$ cat src/logic/api_response_frame_builder_params.svh
// Constants of the serial API response framer: frame codes, field codes, sizes.
// Assumes inclusion by bare name from the package and the framer module.
`ifndef API_RESPONSE_FRAME_BUILDER_PARAMS_SVH
`define API_RESPONSE_FRAME_BUILDER_PARAMS_SVH

// ==========================================================================
// Framing
`define FRAME_DELIM 8'h7e
`define CSUM_BASE 8'hff
`define LEN_MSB 8'h00

// ==========================================================================
// Frame type codes
`define REQ_AT_LOCAL 8'h08
`define REQ_AT_QUEUED 8'h09
`define REQ_TX_PLAIN 8'h10
`define REQ_TX_EXPLICIT 8'h11
`define RSP_AT 8'h88
`define RSP_MODEM 8'h8a
`define RSP_TX 8'h8b

// ==========================================================================
// Field codes
`define CMD_ST_OK 8'h00
`define CMD_ST_ERROR 8'h01
`define CMD_ST_BAD_CMD 8'h02
`define CMD_ST_BAD_PARAM 8'h03
`define MODEM_HW_RESET 8'h00
`define MODEM_WATCHDOG 8'h01
`define MODEM_WAKE 8'h0b
`define MODEM_SLEEP 8'h0c
`define DLV_CODE_OK 8'h00
`define DLV_CODE_MAC_ACK 8'h01
`define DLV_CODE_CCA 8'h02
`define DLV_CODE_NET_ACK 8'h21
`define DLV_CODE_NO_ROUTE 8'h25
`define DLV_CODE_RESOURCE 8'h31
`define DLV_CODE_INTERNAL 8'h32
`define DISC_NONE 8'h00
`define DISC_ROUTE 8'h02
`define ADDR_UNKNOWN 16'hfffd

// ==========================================================================
// Sizes (frame-data byte counts)
`define CMD_DATA_MAX 8
`define CMD_FIXED_LEN 8'h05
`define MODEM_LEN 8'h02
`define TX_LEN 8'h07

`endif

$ cat src/logic/api_response_pkg.sv
// Types shared by the response framer and its users.
// Assumes the params header is on the include path.
`default_nettype none
`include "api_response_frame_builder_params.svh"

package api_response_pkg;

  typedef enum logic [1:0] {CMD_OK, CMD_ERROR, CMD_BAD_CMD, CMD_BAD_PARAM} cmd_outcome_t;
  typedef enum logic [1:0] {EV_HW_RESET, EV_WATCHDOG, EV_WAKE, EV_SLEEP} modem_event_t;
  typedef enum logic [2:0] {
    DLV_OK, DLV_MAC_ACK, DLV_CCA, DLV_NET_ACK, DLV_NO_ROUTE, DLV_RESOURCE, DLV_INTERNAL
  } delivery_t;

  typedef struct packed {
    logic [7:0] req_type;
    logic [7:0] frame_id;
    logic [15:0] cmd_name;
    cmd_outcome_t outcome;
    logic is_write;
    logic [3:0] data_len;
    logic [8*`CMD_DATA_MAX-1:0] data;
  } cmd_resp_t;

  typedef struct packed {
    logic [7:0] req_type;
    logic [7:0] frame_id;
    logic [15:0] net_addr;
    logic [7:0] retries;
    delivery_t delivery;
    logic route_discovered;
  } tx_result_t;

endpackage

`default_nettype wire

$ cat src/logic/api_response_frame_builder.sv
// Response framer: turns command, modem and transmit events into API frames.
// Assumes a byte sink with valid/ready; request sources hold valid until taken.
//
// Overview of operation
// - Local command request types 0x08/0x09 produce a 0x88 response frame.
// - Several command responses per request are allowed; each is framed.
// - Command response offset 4 echoes the request frame identifier.
// - Command response offsets 5-6 carry the two command name characters.
// - Offset 7 outcome: 0 ok, 1 error, 2 unknown command, 3 bad parameter.
// - Query data follows from offset 8; omitted entirely for register writes.
// - Modem status frame 0x8A: 0x00 hardware reset, 0x01 watchdog reset.
// - Modem status 0x0B on network wake, 0x0C on network sleep.
// - After reset one modem status frame reporting hardware reset is sent.
// - Completed transmit requests 0x10/0x11 produce a 0x8B result frame.
// - Result echoes frame identifier; identifier zero suppresses the frame.
// - Offsets 5-6 hold delivery address; 0xFFFD on any failure.
// - Offset 7 reports the application retry count.
// - Delivery codes 0x00, 0x01, 0x02, 0x21, 0x25 at offset 8.
// - Delivery codes 0x31 resource shortage, 0x32 other internal error.
// - Offset 9: 0x00 no discovery, 0x02 route discovery performed.
`default_nettype none
`include "api_response_frame_builder_params.svh"

module api_response_frame_builder #(
  parameter int DATA_BYTES = `CMD_DATA_MAX
) (
  // Clock, reset, enable
  input wire logic ref_clk,
  input wire logic rst,
  input wire logic ce,
  // Command response request
  input wire logic cmd_valid,
  input wire api_response_pkg::cmd_resp_t cmd_req,
  output logic cmd_ready,
  // Modem status event
  input wire logic stat_valid,
  input wire api_response_pkg::modem_event_t stat_event,
  output logic stat_ready,
  // Transmit result request
  input wire logic tx_valid,
  input wire api_response_pkg::tx_result_t tx_req,
  output logic tx_ready,
  // Serial byte stream
  output logic [7:0] out_byte,
  output logic out_valid,
  input wire logic out_ready,
  output logic busy
);

  localparam int FLEN = 5 + DATA_BYTES;

  typedef enum logic [2:0] {S_IDLE, S_DELIM, S_LEN_HI, S_LEN_LO, S_DATA, S_CSUM} state_t;

  state_t state;
  logic pwr_pend;
  logic [7:0] fbuf [FLEN];
  logic [7:0] flen;
  logic [7:0] idx;
  logic [7:0] sum;

  // ==========================================================================
  // Code mapping

  function automatic logic [7:0] outcome_code(input api_response_pkg::cmd_outcome_t o);
    unique case (o)
      api_response_pkg::CMD_OK: outcome_code = `CMD_ST_OK;
      api_response_pkg::CMD_ERROR: outcome_code = `CMD_ST_ERROR;
      api_response_pkg::CMD_BAD_CMD: outcome_code = `CMD_ST_BAD_CMD;
      api_response_pkg::CMD_BAD_PARAM: outcome_code = `CMD_ST_BAD_PARAM;
    endcase
  endfunction

  function automatic logic [7:0] modem_code(input api_response_pkg::modem_event_t e);
    unique case (e)
      api_response_pkg::EV_HW_RESET: modem_code = `MODEM_HW_RESET;
      api_response_pkg::EV_WATCHDOG: modem_code = `MODEM_WATCHDOG;
      api_response_pkg::EV_WAKE: modem_code = `MODEM_WAKE;
      api_response_pkg::EV_SLEEP: modem_code = `MODEM_SLEEP;
    endcase
  endfunction

  // Enum has one unused code, so a default is kept
  function automatic logic [7:0] delivery_code(input api_response_pkg::delivery_t d);
    unique case (d)
      api_response_pkg::DLV_OK: delivery_code = `DLV_CODE_OK;
      api_response_pkg::DLV_MAC_ACK: delivery_code = `DLV_CODE_MAC_ACK;
      api_response_pkg::DLV_CCA: delivery_code = `DLV_CODE_CCA;
      api_response_pkg::DLV_NET_ACK: delivery_code = `DLV_CODE_NET_ACK;
      api_response_pkg::DLV_NO_ROUTE: delivery_code = `DLV_CODE_NO_ROUTE;
      api_response_pkg::DLV_RESOURCE: delivery_code = `DLV_CODE_RESOURCE;
      default: delivery_code = `DLV_CODE_INTERNAL;
    endcase
  endfunction

  // ==========================================================================
  // Request acceptance

  logic idle;
  logic take_pwr;
  logic take_cmd;
  logic take_stat;
  logic take_tx;
  logic any_take;
  logic cmd_ok;
  logic tx_ok;
  logic go;

  assign idle = (state == S_IDLE);
  assign take_pwr = ce && idle && pwr_pend;
  assign take_stat = ce && stat_valid && stat_ready;
  assign take_tx = ce && tx_valid && tx_ready;
  assign take_cmd = ce && cmd_valid && cmd_ready;
  assign any_take = take_pwr || take_stat || take_tx || take_cmd;
  assign cmd_ok = (cmd_req.req_type == `REQ_AT_LOCAL) || (cmd_req.req_type == `REQ_AT_QUEUED);
  assign tx_ok = ((tx_req.req_type == `REQ_TX_PLAIN) || (tx_req.req_type == `REQ_TX_EXPLICIT))
                 && (tx_req.frame_id != 8'h00);
  assign go = take_pwr || take_stat || (take_tx && tx_ok) || (take_cmd && cmd_ok);

  always_ff @(posedge ref_clk) begin
    if (rst) begin
      pwr_pend <= 1'b1;
    end else if (take_pwr) begin
      pwr_pend <= 1'b0;
    end
  end

  // Fixed priority: modem status, then transmit result, then command response.
  // Grant is registered one cycle ahead, so readies come straight from flops.
  always_ff @(posedge ref_clk) begin
    if (rst) begin
      stat_ready <= 1'b0;
      tx_ready <= 1'b0;
      cmd_ready <= 1'b0;
    end else if (ce) begin
      stat_ready <= idle && !any_take && !pwr_pend && stat_valid;
      tx_ready <= idle && !any_take && !pwr_pend && !stat_valid && tx_valid;
      cmd_ready <= idle && !any_take && !pwr_pend && !stat_valid && !tx_valid && cmd_valid;
    end
  end

  // ==========================================================================
  // Frame data buffer

  always_ff @(posedge ref_clk) begin
    if (rst) begin
      flen <= 8'h00;
      for (int i = 0; i < FLEN; i++) begin
        fbuf[i] <= 8'h00;
      end
    end else if (take_pwr || take_stat) begin
      fbuf[0] <= `RSP_MODEM;
      fbuf[1] <= take_pwr ? `MODEM_HW_RESET : modem_code(stat_event);
      flen <= `MODEM_LEN;
    end else if (take_tx) begin
      fbuf[0] <= `RSP_TX;
      fbuf[1] <= tx_req.frame_id;
      fbuf[2] <= (tx_req.delivery == api_response_pkg::DLV_OK) ? tx_req.net_addr[15:8]
                 : 8'(`ADDR_UNKNOWN >> 8);
      fbuf[3] <= (tx_req.delivery == api_response_pkg::DLV_OK) ? tx_req.net_addr[7:0]
                 : 8'(`ADDR_UNKNOWN & 16'h00ff);
      fbuf[4] <= tx_req.retries;
      fbuf[5] <= delivery_code(tx_req.delivery);
      fbuf[6] <= tx_req.route_discovered ? `DISC_ROUTE : `DISC_NONE;
      flen <= `TX_LEN;
    end else if (take_cmd) begin
      fbuf[0] <= `RSP_AT;
      fbuf[1] <= cmd_req.frame_id;
      fbuf[2] <= cmd_req.cmd_name[15:8];
      fbuf[3] <= cmd_req.cmd_name[7:0];
      fbuf[4] <= outcome_code(cmd_req.outcome);
      for (int i = 0; i < DATA_BYTES; i++) begin
        fbuf[5 + i] <= cmd_req.data[(`CMD_DATA_MAX - 1 - i) * 8 +: 8];
      end
      if (cmd_req.is_write) begin
        flen <= `CMD_FIXED_LEN;
      end else if (int'(cmd_req.data_len) > DATA_BYTES) begin
        flen <= 8'(5 + DATA_BYTES);
      end else begin
        flen <= `CMD_FIXED_LEN + 8'(cmd_req.data_len);
      end
    end
  end

  // ==========================================================================
  // Byte serialiser

  logic adv;
  assign adv = ce && (!out_valid || out_ready);

  always_ff @(posedge ref_clk) begin
    if (rst) begin
      state <= S_IDLE;
      out_byte <= 8'h00;
      out_valid <= 1'b0;
      idx <= 8'h00;
      sum <= 8'h00;
    end else if (ce) begin
      if (idle) begin
        if (out_valid && out_ready) begin
          out_valid <= 1'b0;
        end
        if (go) begin
          state <= S_DELIM;
        end
      end else if (adv) begin
        unique case (state)
          S_DELIM: begin
            out_byte <= `FRAME_DELIM;
            out_valid <= 1'b1;
            state <= S_LEN_HI;
          end
          S_LEN_HI: begin
            out_byte <= `LEN_MSB;
            state <= S_LEN_LO;
          end
          S_LEN_LO: begin
            out_byte <= flen;
            idx <= 8'h00;
            sum <= 8'h00;
            state <= S_DATA;
          end
          S_DATA: begin
            out_byte <= fbuf[idx[$clog2(FLEN)-1:0]];
            sum <= sum + fbuf[idx[$clog2(FLEN)-1:0]];
            idx <= idx + 8'h01;
            if (idx == flen - 8'h01) begin
              state <= S_CSUM;
            end
          end
          S_CSUM: begin
            out_byte <= `CSUM_BASE - sum;
            state <= S_IDLE;
          end
          default: state <= S_IDLE;
        endcase
      end
    end
  end

  always_ff @(posedge ref_clk) begin
    if (rst) begin
      busy <= 1'b1;
    end else if (ce) begin
      busy <= !idle || go || pwr_pend;
    end
  end

  // ==========================================================================
  // Checks on the emitted stream and the frame data buffer

  logic [7:0] obs_pos;
  logic [7:0] obs_len;
  logic [7:0] obs_sum;
  logic [7:0] obs_type;
  logic obs_first;
  logic hs;
  assign hs = ce && out_valid && out_ready;

  always_ff @(posedge ref_clk) begin
    if (rst) begin
      obs_pos <= 8'h00;
      obs_len <= 8'h00;
      obs_sum <= 8'h00;
      obs_type <= 8'h00;
      obs_first <= 1'b1;
    end else if (hs) begin
      if (obs_pos >= 8'h03 && obs_pos == obs_len + 8'h03) begin
        obs_pos <= 8'h00;
        obs_first <= 1'b0;
      end else begin
        obs_pos <= obs_pos + 8'h01;
      end
      if (obs_pos == 8'h02) begin
        obs_len <= out_byte;
        obs_sum <= 8'h00;
      end else begin
        obs_sum <= obs_sum + out_byte;
      end
      if (obs_pos == 8'h03) begin
        obs_type <= out_byte;
      end
    end
  end

  a_start_delim: assert property (@(posedge ref_clk) disable iff (rst)
    out_valid && obs_pos == 8'h00 |-> out_byte == 8'h7e)
    else $error("frame does not open with delimiter");

  a_checksum_byte: assert property (@(posedge ref_clk) disable iff (rst)
    out_valid && obs_pos >= 8'h03 && obs_pos == obs_len + 8'h03 |-> out_byte == 8'hff - obs_sum)
    else $error("checksum byte wrong");

  a_frame_type: assert property (@(posedge ref_clk) disable iff (rst)
    out_valid && obs_pos == 8'h03 |-> out_byte inside {8'h88, 8'h8a, 8'h8b})
    else $error("unexpected frame type");

  a_powerup_status: assert property (@(posedge ref_clk) disable iff (rst)
    out_valid && obs_first && obs_pos == 8'h04 |-> obs_type == 8'h8a && out_byte == 8'h00)
    else $error("first frame is not hardware reset status");

  a_tx_id_nonzero: assert property (@(posedge ref_clk) disable iff (rst)
    out_valid && obs_pos == 8'h04 && obs_type == 8'h8b |-> out_byte != 8'h00)
    else $error("result frame sent for zero identifier");

  a_fail_address: assert property (@(posedge ref_clk) disable iff (rst)
    take_tx && tx_req.delivery != api_response_pkg::DLV_OK
    |=> fbuf[2] == 8'hff && fbuf[3] == 8'hfd)
    else $error("failed delivery address not unknown");

  a_cmd_id_echo: assert property (@(posedge ref_clk) disable iff (rst)
    take_cmd |=> fbuf[1] == $past(cmd_req.frame_id) && fbuf[0] == 8'h88)
    else $error("command response identifier not echoed");

  a_write_no_data: assert property (@(posedge ref_clk) disable iff (rst)
    take_cmd && cmd_req.is_write |=> flen == 8'h05)
    else $error("write response carries data");

  a_wake_code: assert property (@(posedge ref_clk) disable iff (rst)
    take_stat && stat_event == api_response_pkg::EV_WAKE |=> fbuf[1] == 8'h0b)
    else $error("wake status code wrong");

  a_byte_hold: assert property (@(posedge ref_clk) disable iff (rst)
    out_valid && !out_ready |=> out_valid && $stable(out_byte))
    else $error("byte dropped under back-pressure");

endmodule

`default_nettype wire

$ cat config.mk
export PLATFORM = sky130hd
export DESIGN_NAME = api_response_frame_builder
export DESIGN_NICKNAME = d
export VERILOG_FILES = /design/src/logic/api_response_pkg.sv /design/src/logic/api_response_frame_builder.sv
export VERILOG_INCLUDE_DIRS = /design/src /design/src/logic
export SDC_FILE = /design/constraint.sdc
export NUM_CORES = 1
export LEC_CHECK = 0
export BUFFER_PORTS_ARGS = -buffer_cell sky130_fd_sc_hd__buf_2
export CAP_MARGIN = 20
export CELL_PAD_IN_SITES_DETAIL_PLACEMENT = 1
export CELL_PAD_IN_SITES_GLOBAL_PLACEMENT = 2
export CORE_ASPECT_RATIO = 0.75
export CORE_MARGIN = 1
export CORE_UTILIZATION = 38
export DETAILED_ROUTE_END_ITERATION = 7
export PLACE_DENSITY_LB_ADDON = 0.1
export REMOVE_ABC_BUFFERS = 1
export SYNTH_ARGS = -nofsm -noshare
export SYNTH_HDL_FRONTEND = slang
export SYNTH_SLANG_ARGS = --single-unit
$ cat constraint.sdc
create_clock -name ref_clk -period 5.9 [get_ports ref_clk]
set_clock_uncertainty 0.05 [all_clocks]
set_input_delay 0.59 -clock ref_clk [delete_from_list [all_inputs] [get_ports ref_clk]]
set_output_delay 0.59 -clock ref_clk [all_outputs]
set_load 0.02 [all_outputs]
-- Word-level counts from Yosys, hierarchy flattened
Memories as Yosys holds them, arrays and structs flattened. A register that Yosys moved wholly into a read port is not among the register bits.
Cells that the tools add are included.
- add/subtract/negate cells: 5
- $lt $le $gt $ge: 1
- equality and inequality tests: 24
- muxes and demuxes: 71
- bitwise logic cells: 23
- reduce and logical (&&, ||, !) cells: 53
- operators by type and width (cell ; count):
    $mux 8 ; 34
    $pmux 8 s4 ; 2
    $pmux 8 s5 ; 1
    $pmux 6 s6 ; 1
    $pmux 8 s2 ; 2
    $or 1x1->1 ; 22
    $logic_and 1x1->1 ; 20
    $mux 1 ; 18
    $mux 3 ; 6
    $eq 8x4->1 const B ; 2
    $eq 8x5->1 const B ; 2
    $reduce_and 4->1 ; 4
    $eq 3x2->1 const B ; 4
    $eq 3x3->1 const B ; 4
    $pmux 3 s4 ; 1
    $logic_or 1x1->1 ; 10
    $mux 5 ; 2
    $add 8x1->8 const B ; 1
    $add 8x8->8 ; 1
    $eq 2x2->1 const B ; 4
    $eq 8x8->1 ; 1
    $mux 4 ; 2
    $reduce_bool 2->1 ; 4
    $reduce_bool 8->1 ; 1
    other kinds (17) ; 28
- register bits after elaboration: 38
- bits in writable memories: 104
- input port bits: 156
- output and inout bits: 13
- word-level logic and storage cells: 191
- memories: 1
- memories (name ; words ; bits a word ; rd ports ; clocked after Yosys merged registers in ; wr ports ; RTL line ; source):
    fbuf ; 13 ; 8 ; 1 ; 1 ; 13 ; api_response_frame_builder.sv:56 ; logic [7:0] fbuf [FLEN];

-- Logic depth before layout (Yosys ltp)
- depth after elaboration: 12
- depth in mapped cells: 11
- depth with buffers taken out: 9

-- Worst setup path before layout
OpenSTA, ideal clock, no wires.
- path type: register to register
- from: register with a tool-made name
- to: register sum[6]
- library setup time: 0.079 ns
- arrival: 2.934 ns
- data required time: 5.771 ns
- slack: 2.837 ns
- cell stages (with the launch flop): 12
- path buffers: 2
- clock period less this slack: 3.063 ns
- cell sequence: dfxtp_1 -> buf_6 -> buf_12 -> mux4_2 -> mux4_2 -> ha_1 -> fa_1 -> a21o_1 -> a21oi_1 -> o21bai_1 -> a211o_1 -> o211ai_1
- RTL lines (what ; RTL line ; source):
    to (signal assigned) ; api_response_frame_builder.sv:224 ; sum <= sum + fbuf[idx[$clog2(FLEN)-1:0]];
    to (decl) ; api_response_frame_builder.sv:59 ; logic [7:0] sum;

==> impl_metrics.json <==
{
  "syn_area_um2": 7310,
  "regArea_um2": 3800,
  "fmax_ghz": 0.261,
  "hp-start": "out_ready",
  "core_um2": 18700,
  "path_clk_slew_ps": 70,
  "cp-start-kind": "register",
  "syn_to_final_growth_pct": 22.1,
  "gp_congestion": 0.813,
  "cts_buffers": 17,
  "grt_pass1_wl_mm": 32.2,
  "wirelength_mm": 21.3,
  "clk_latency_ps": 440,
  "p_per_area_nw_per_um2": 292,
  "yosys.cell_types.count": 59,
  "post-place-cells": 1026,
  "via_count": 5780,
  "min_path_type": "in2reg",
  "synth-async-reset-ratio_pct": 0,
  "tightestPinTransition_ps": 997,
  "crit_type": "reg2reg",
  "grt-busiest-layer": "met2",
  "use_met1_pct": 31.8,
  "yosys.area.top_type": "edfxtp_1",
  "dieWidth_um": 162,
  "synth_top_area_share_pct": 40.3,
  "hold_slack_ps": 330,
  "max-vdd-ir-drop_v": 0.000196,
  "route.detailed.drc": 0,
  "root_buffer": "clkbuf_16",
  "rsz0062_at_grt": "no",
  "boundaryPins": 169,
  "gr-usage-met2_pct": 33.2,
  "cts_resized": 0,
  "start_util_pct": 39.2,
  "min_path_cells": 2,
  "cp_max_fo": 13,
  "drt-initial-drc-count": 388,
  "yosys_most_used_dff": "edfxtp_1",
  "grt_max_degree": 61,
  "avgSynthCellArea_um2": 11.4,
  "cts_setup_buffers": 0,
  "postCtsHoldBufs": 0,
  "nets": 970,
  "hold_viol_final": 0,
  "syn_inst": 642,
  "final_common_cell": "buf_2",
  "ys_ff_latch": 141,
  "grt_usage_pct": 22.3,
  "dpl.hpwl_mm": 15.7,
  "min_to": "out_valid$_SDFFE_PP0P_",
  "grt_overflow": 0,
  "fill_cells": 2044,
  "wl_per_cell_um": 20.1,
  "dp_slack_ps": 2110,
  "grt_use_met3_pct": 5.28,
  "clkSinkCount": 141,
  "clockBufferDepth": 2,
  "cap_viol_max_count": 0,
  "portBuffers": 166,
  "design.die.area_um2": 19800,
  "cts_max_level": 4,
  "min_period_over_period_pct": 65.0,
  "finalCriticalPeriod_ps": 3840,
  "setup_ws_ps": 2060,
  "reg2reg_slack_ps": 2060,
  "setup_tns_ps": 0,
  "crit_arrival_ps": 4150,
  "fin_cells": 1062,
  "drv_slew": 0,
  "cts_tree": "yes",
  "end_kind": "register",
  "fp.dieH_um": 122,
  "r2r_cells": 9,
  "grt_pass1_vias": 5768,
  "dr.pass1.iters": 7,
  "final_cell_mix": "166 x buf_2, 98 x edfxtp_1, 57 x nor2_1",
  "worstPathRequired_ps": 6210,
  "synth-edff-count": 98,
  "antenna_found_initial": 2,
  "via_per_inst": 5.44,
  "drive_gt1_share_pct": 29.1,
  "yosysSeqAreaShare_pct": 52.0,
  "ys_warn_count": 0,
  "rows": 43,
  "p_leak_nw": 3.52,
  "slew_headroom_pct": 33.5,
  "finalSetupViolCount": 0,
  "synth_area_leaders": "edfxtp_1 40%, dfxtp_1 12%, mux4_1 5.0%",
  "antenna_left": 0,
  "status": "finished clean",
  "multi_input_area_um2": 3290,
  "worstReg2RegEnd": "sum[6]$_SDFFE_PP0P_"
}
## worst max-delay path by stage
| stage | depth (start not counted) | endpoint | slack [ps] | startpoint |
|---|---|---|---|---|
| finish | 9 | sum[6]$_SDFFE_PP0P_ | 2060 | register |
| floorplan | 9 | sum[6]$_SDFFE_PP0P_ | 2310 | register |
| global route | 9 | sum[7]$_SDFFE_PP0P_ | 1920 | register |
| detailed placement | 9 | sum[6]$_SDFFE_PP0P_ | 2110 | register |
| global placement | 9 | sum[6]$_SDFFE_PP0P_ | 2140 | register |
| CTS | 9 | sum[6]$_SDFFE_PP0P_ | 2080 | register |
## worst max-delay path, stage by stage, from the launching register on
cell and delay, ps:
dfxtp_1 710, buf_4 390, mux4_2 610, mux4_2 550, fa_1 470, a21o_1 190, a21oi_1 260, o21bai_1 120
a211o_1 310, o211ai_1 90
## routing by layer
metal / wire, um / vias up
met3: 1380 / 23
met5: 0 / -
met1: 10400 / 2821
li1: - / 2740
met4: 308 / 0
met2: 9170 / 196
## sequential cells by signal, summed over array words and instances (netlist names), named ones only
register    count
pwr_pend        1
state           3
busy            1
idx             8
fbuf           99
out_byte        8
sum             8
out_valid       1
stat_ready      1
cmd_ready       1
flen            5
tx_ready        1
## Yosys cell counts (9+ instances only)
master	count
a21oi_1	25
and2_1	42
clkbuf_1	23
dfxtp_1	43
edfxtp_1	98
ha_1	14
inv_1	12
mux4_1	14
mux4_2	13
nand2_1	38
nand2b_1	9
nand3_1	19
nor2_1	58
nor2b_1	27
nor3_1	48
o21ai_0	15
xnor2_1	9
## final cells by class
cell class | count | share of cell area (%)
diodes | 3 | 0.0841
clock buffers | 17 | 4.76
clock inverters | 15 | 1.63
inverters | 13 | 0.547
multi-input cells | 452 | 36.9
flip-flops and latches | 141 | 42.6
well taps | 247 | 3.46
repair buffers | 174 | 10.1
## metrics by stage
| stage | area (um^2) | utilization (%) | total power [mW] |
|---|---|---|---|
| after floorplan | 7130 | - | 1.40 |
| after global placement | 8330 | 44.6 | 1.56 |
| after detailed placement | 8340 | 44.6 | 1.58 |
| after CTS | 8910 | 47.7 | 2.62 |
| after global routing | 8920 | 47.8 | 2.70 |
| final | 8930 | 47.8 | 2.61 |
## cells by family after synthesis
logic type               Yosys count  share of synthesized area, %
AND/OR/NAND/NOR                  283                          20.2
flip-flops                       141                          52.0
adder cells (fa/ha/maj)           15                          2.67
buffers and inverters             49                          3.13
XOR/XNOR                          16                          1.92
AO/OA/AOI/OAI                    101                          9.48
multiplexers                      37                          10.5
## where the power goes
| part | total (mW) | leakage [nW] | internal, mW | switching, mW |
|---|---|---|---|---|
| Clock | 1.05 | 0.278 | 0.561 | 0.489 |
| Sequential | 1.18 | 1.36 | 1.13 | 0.0554 |
| Combinational | 0.375 | 1.88 | 0.159 | 0.217 |
| Total | 2.61 | 3.52 | 1.84 | 0.761 |
Note: power is estimated with default switching activity, not from simulation.
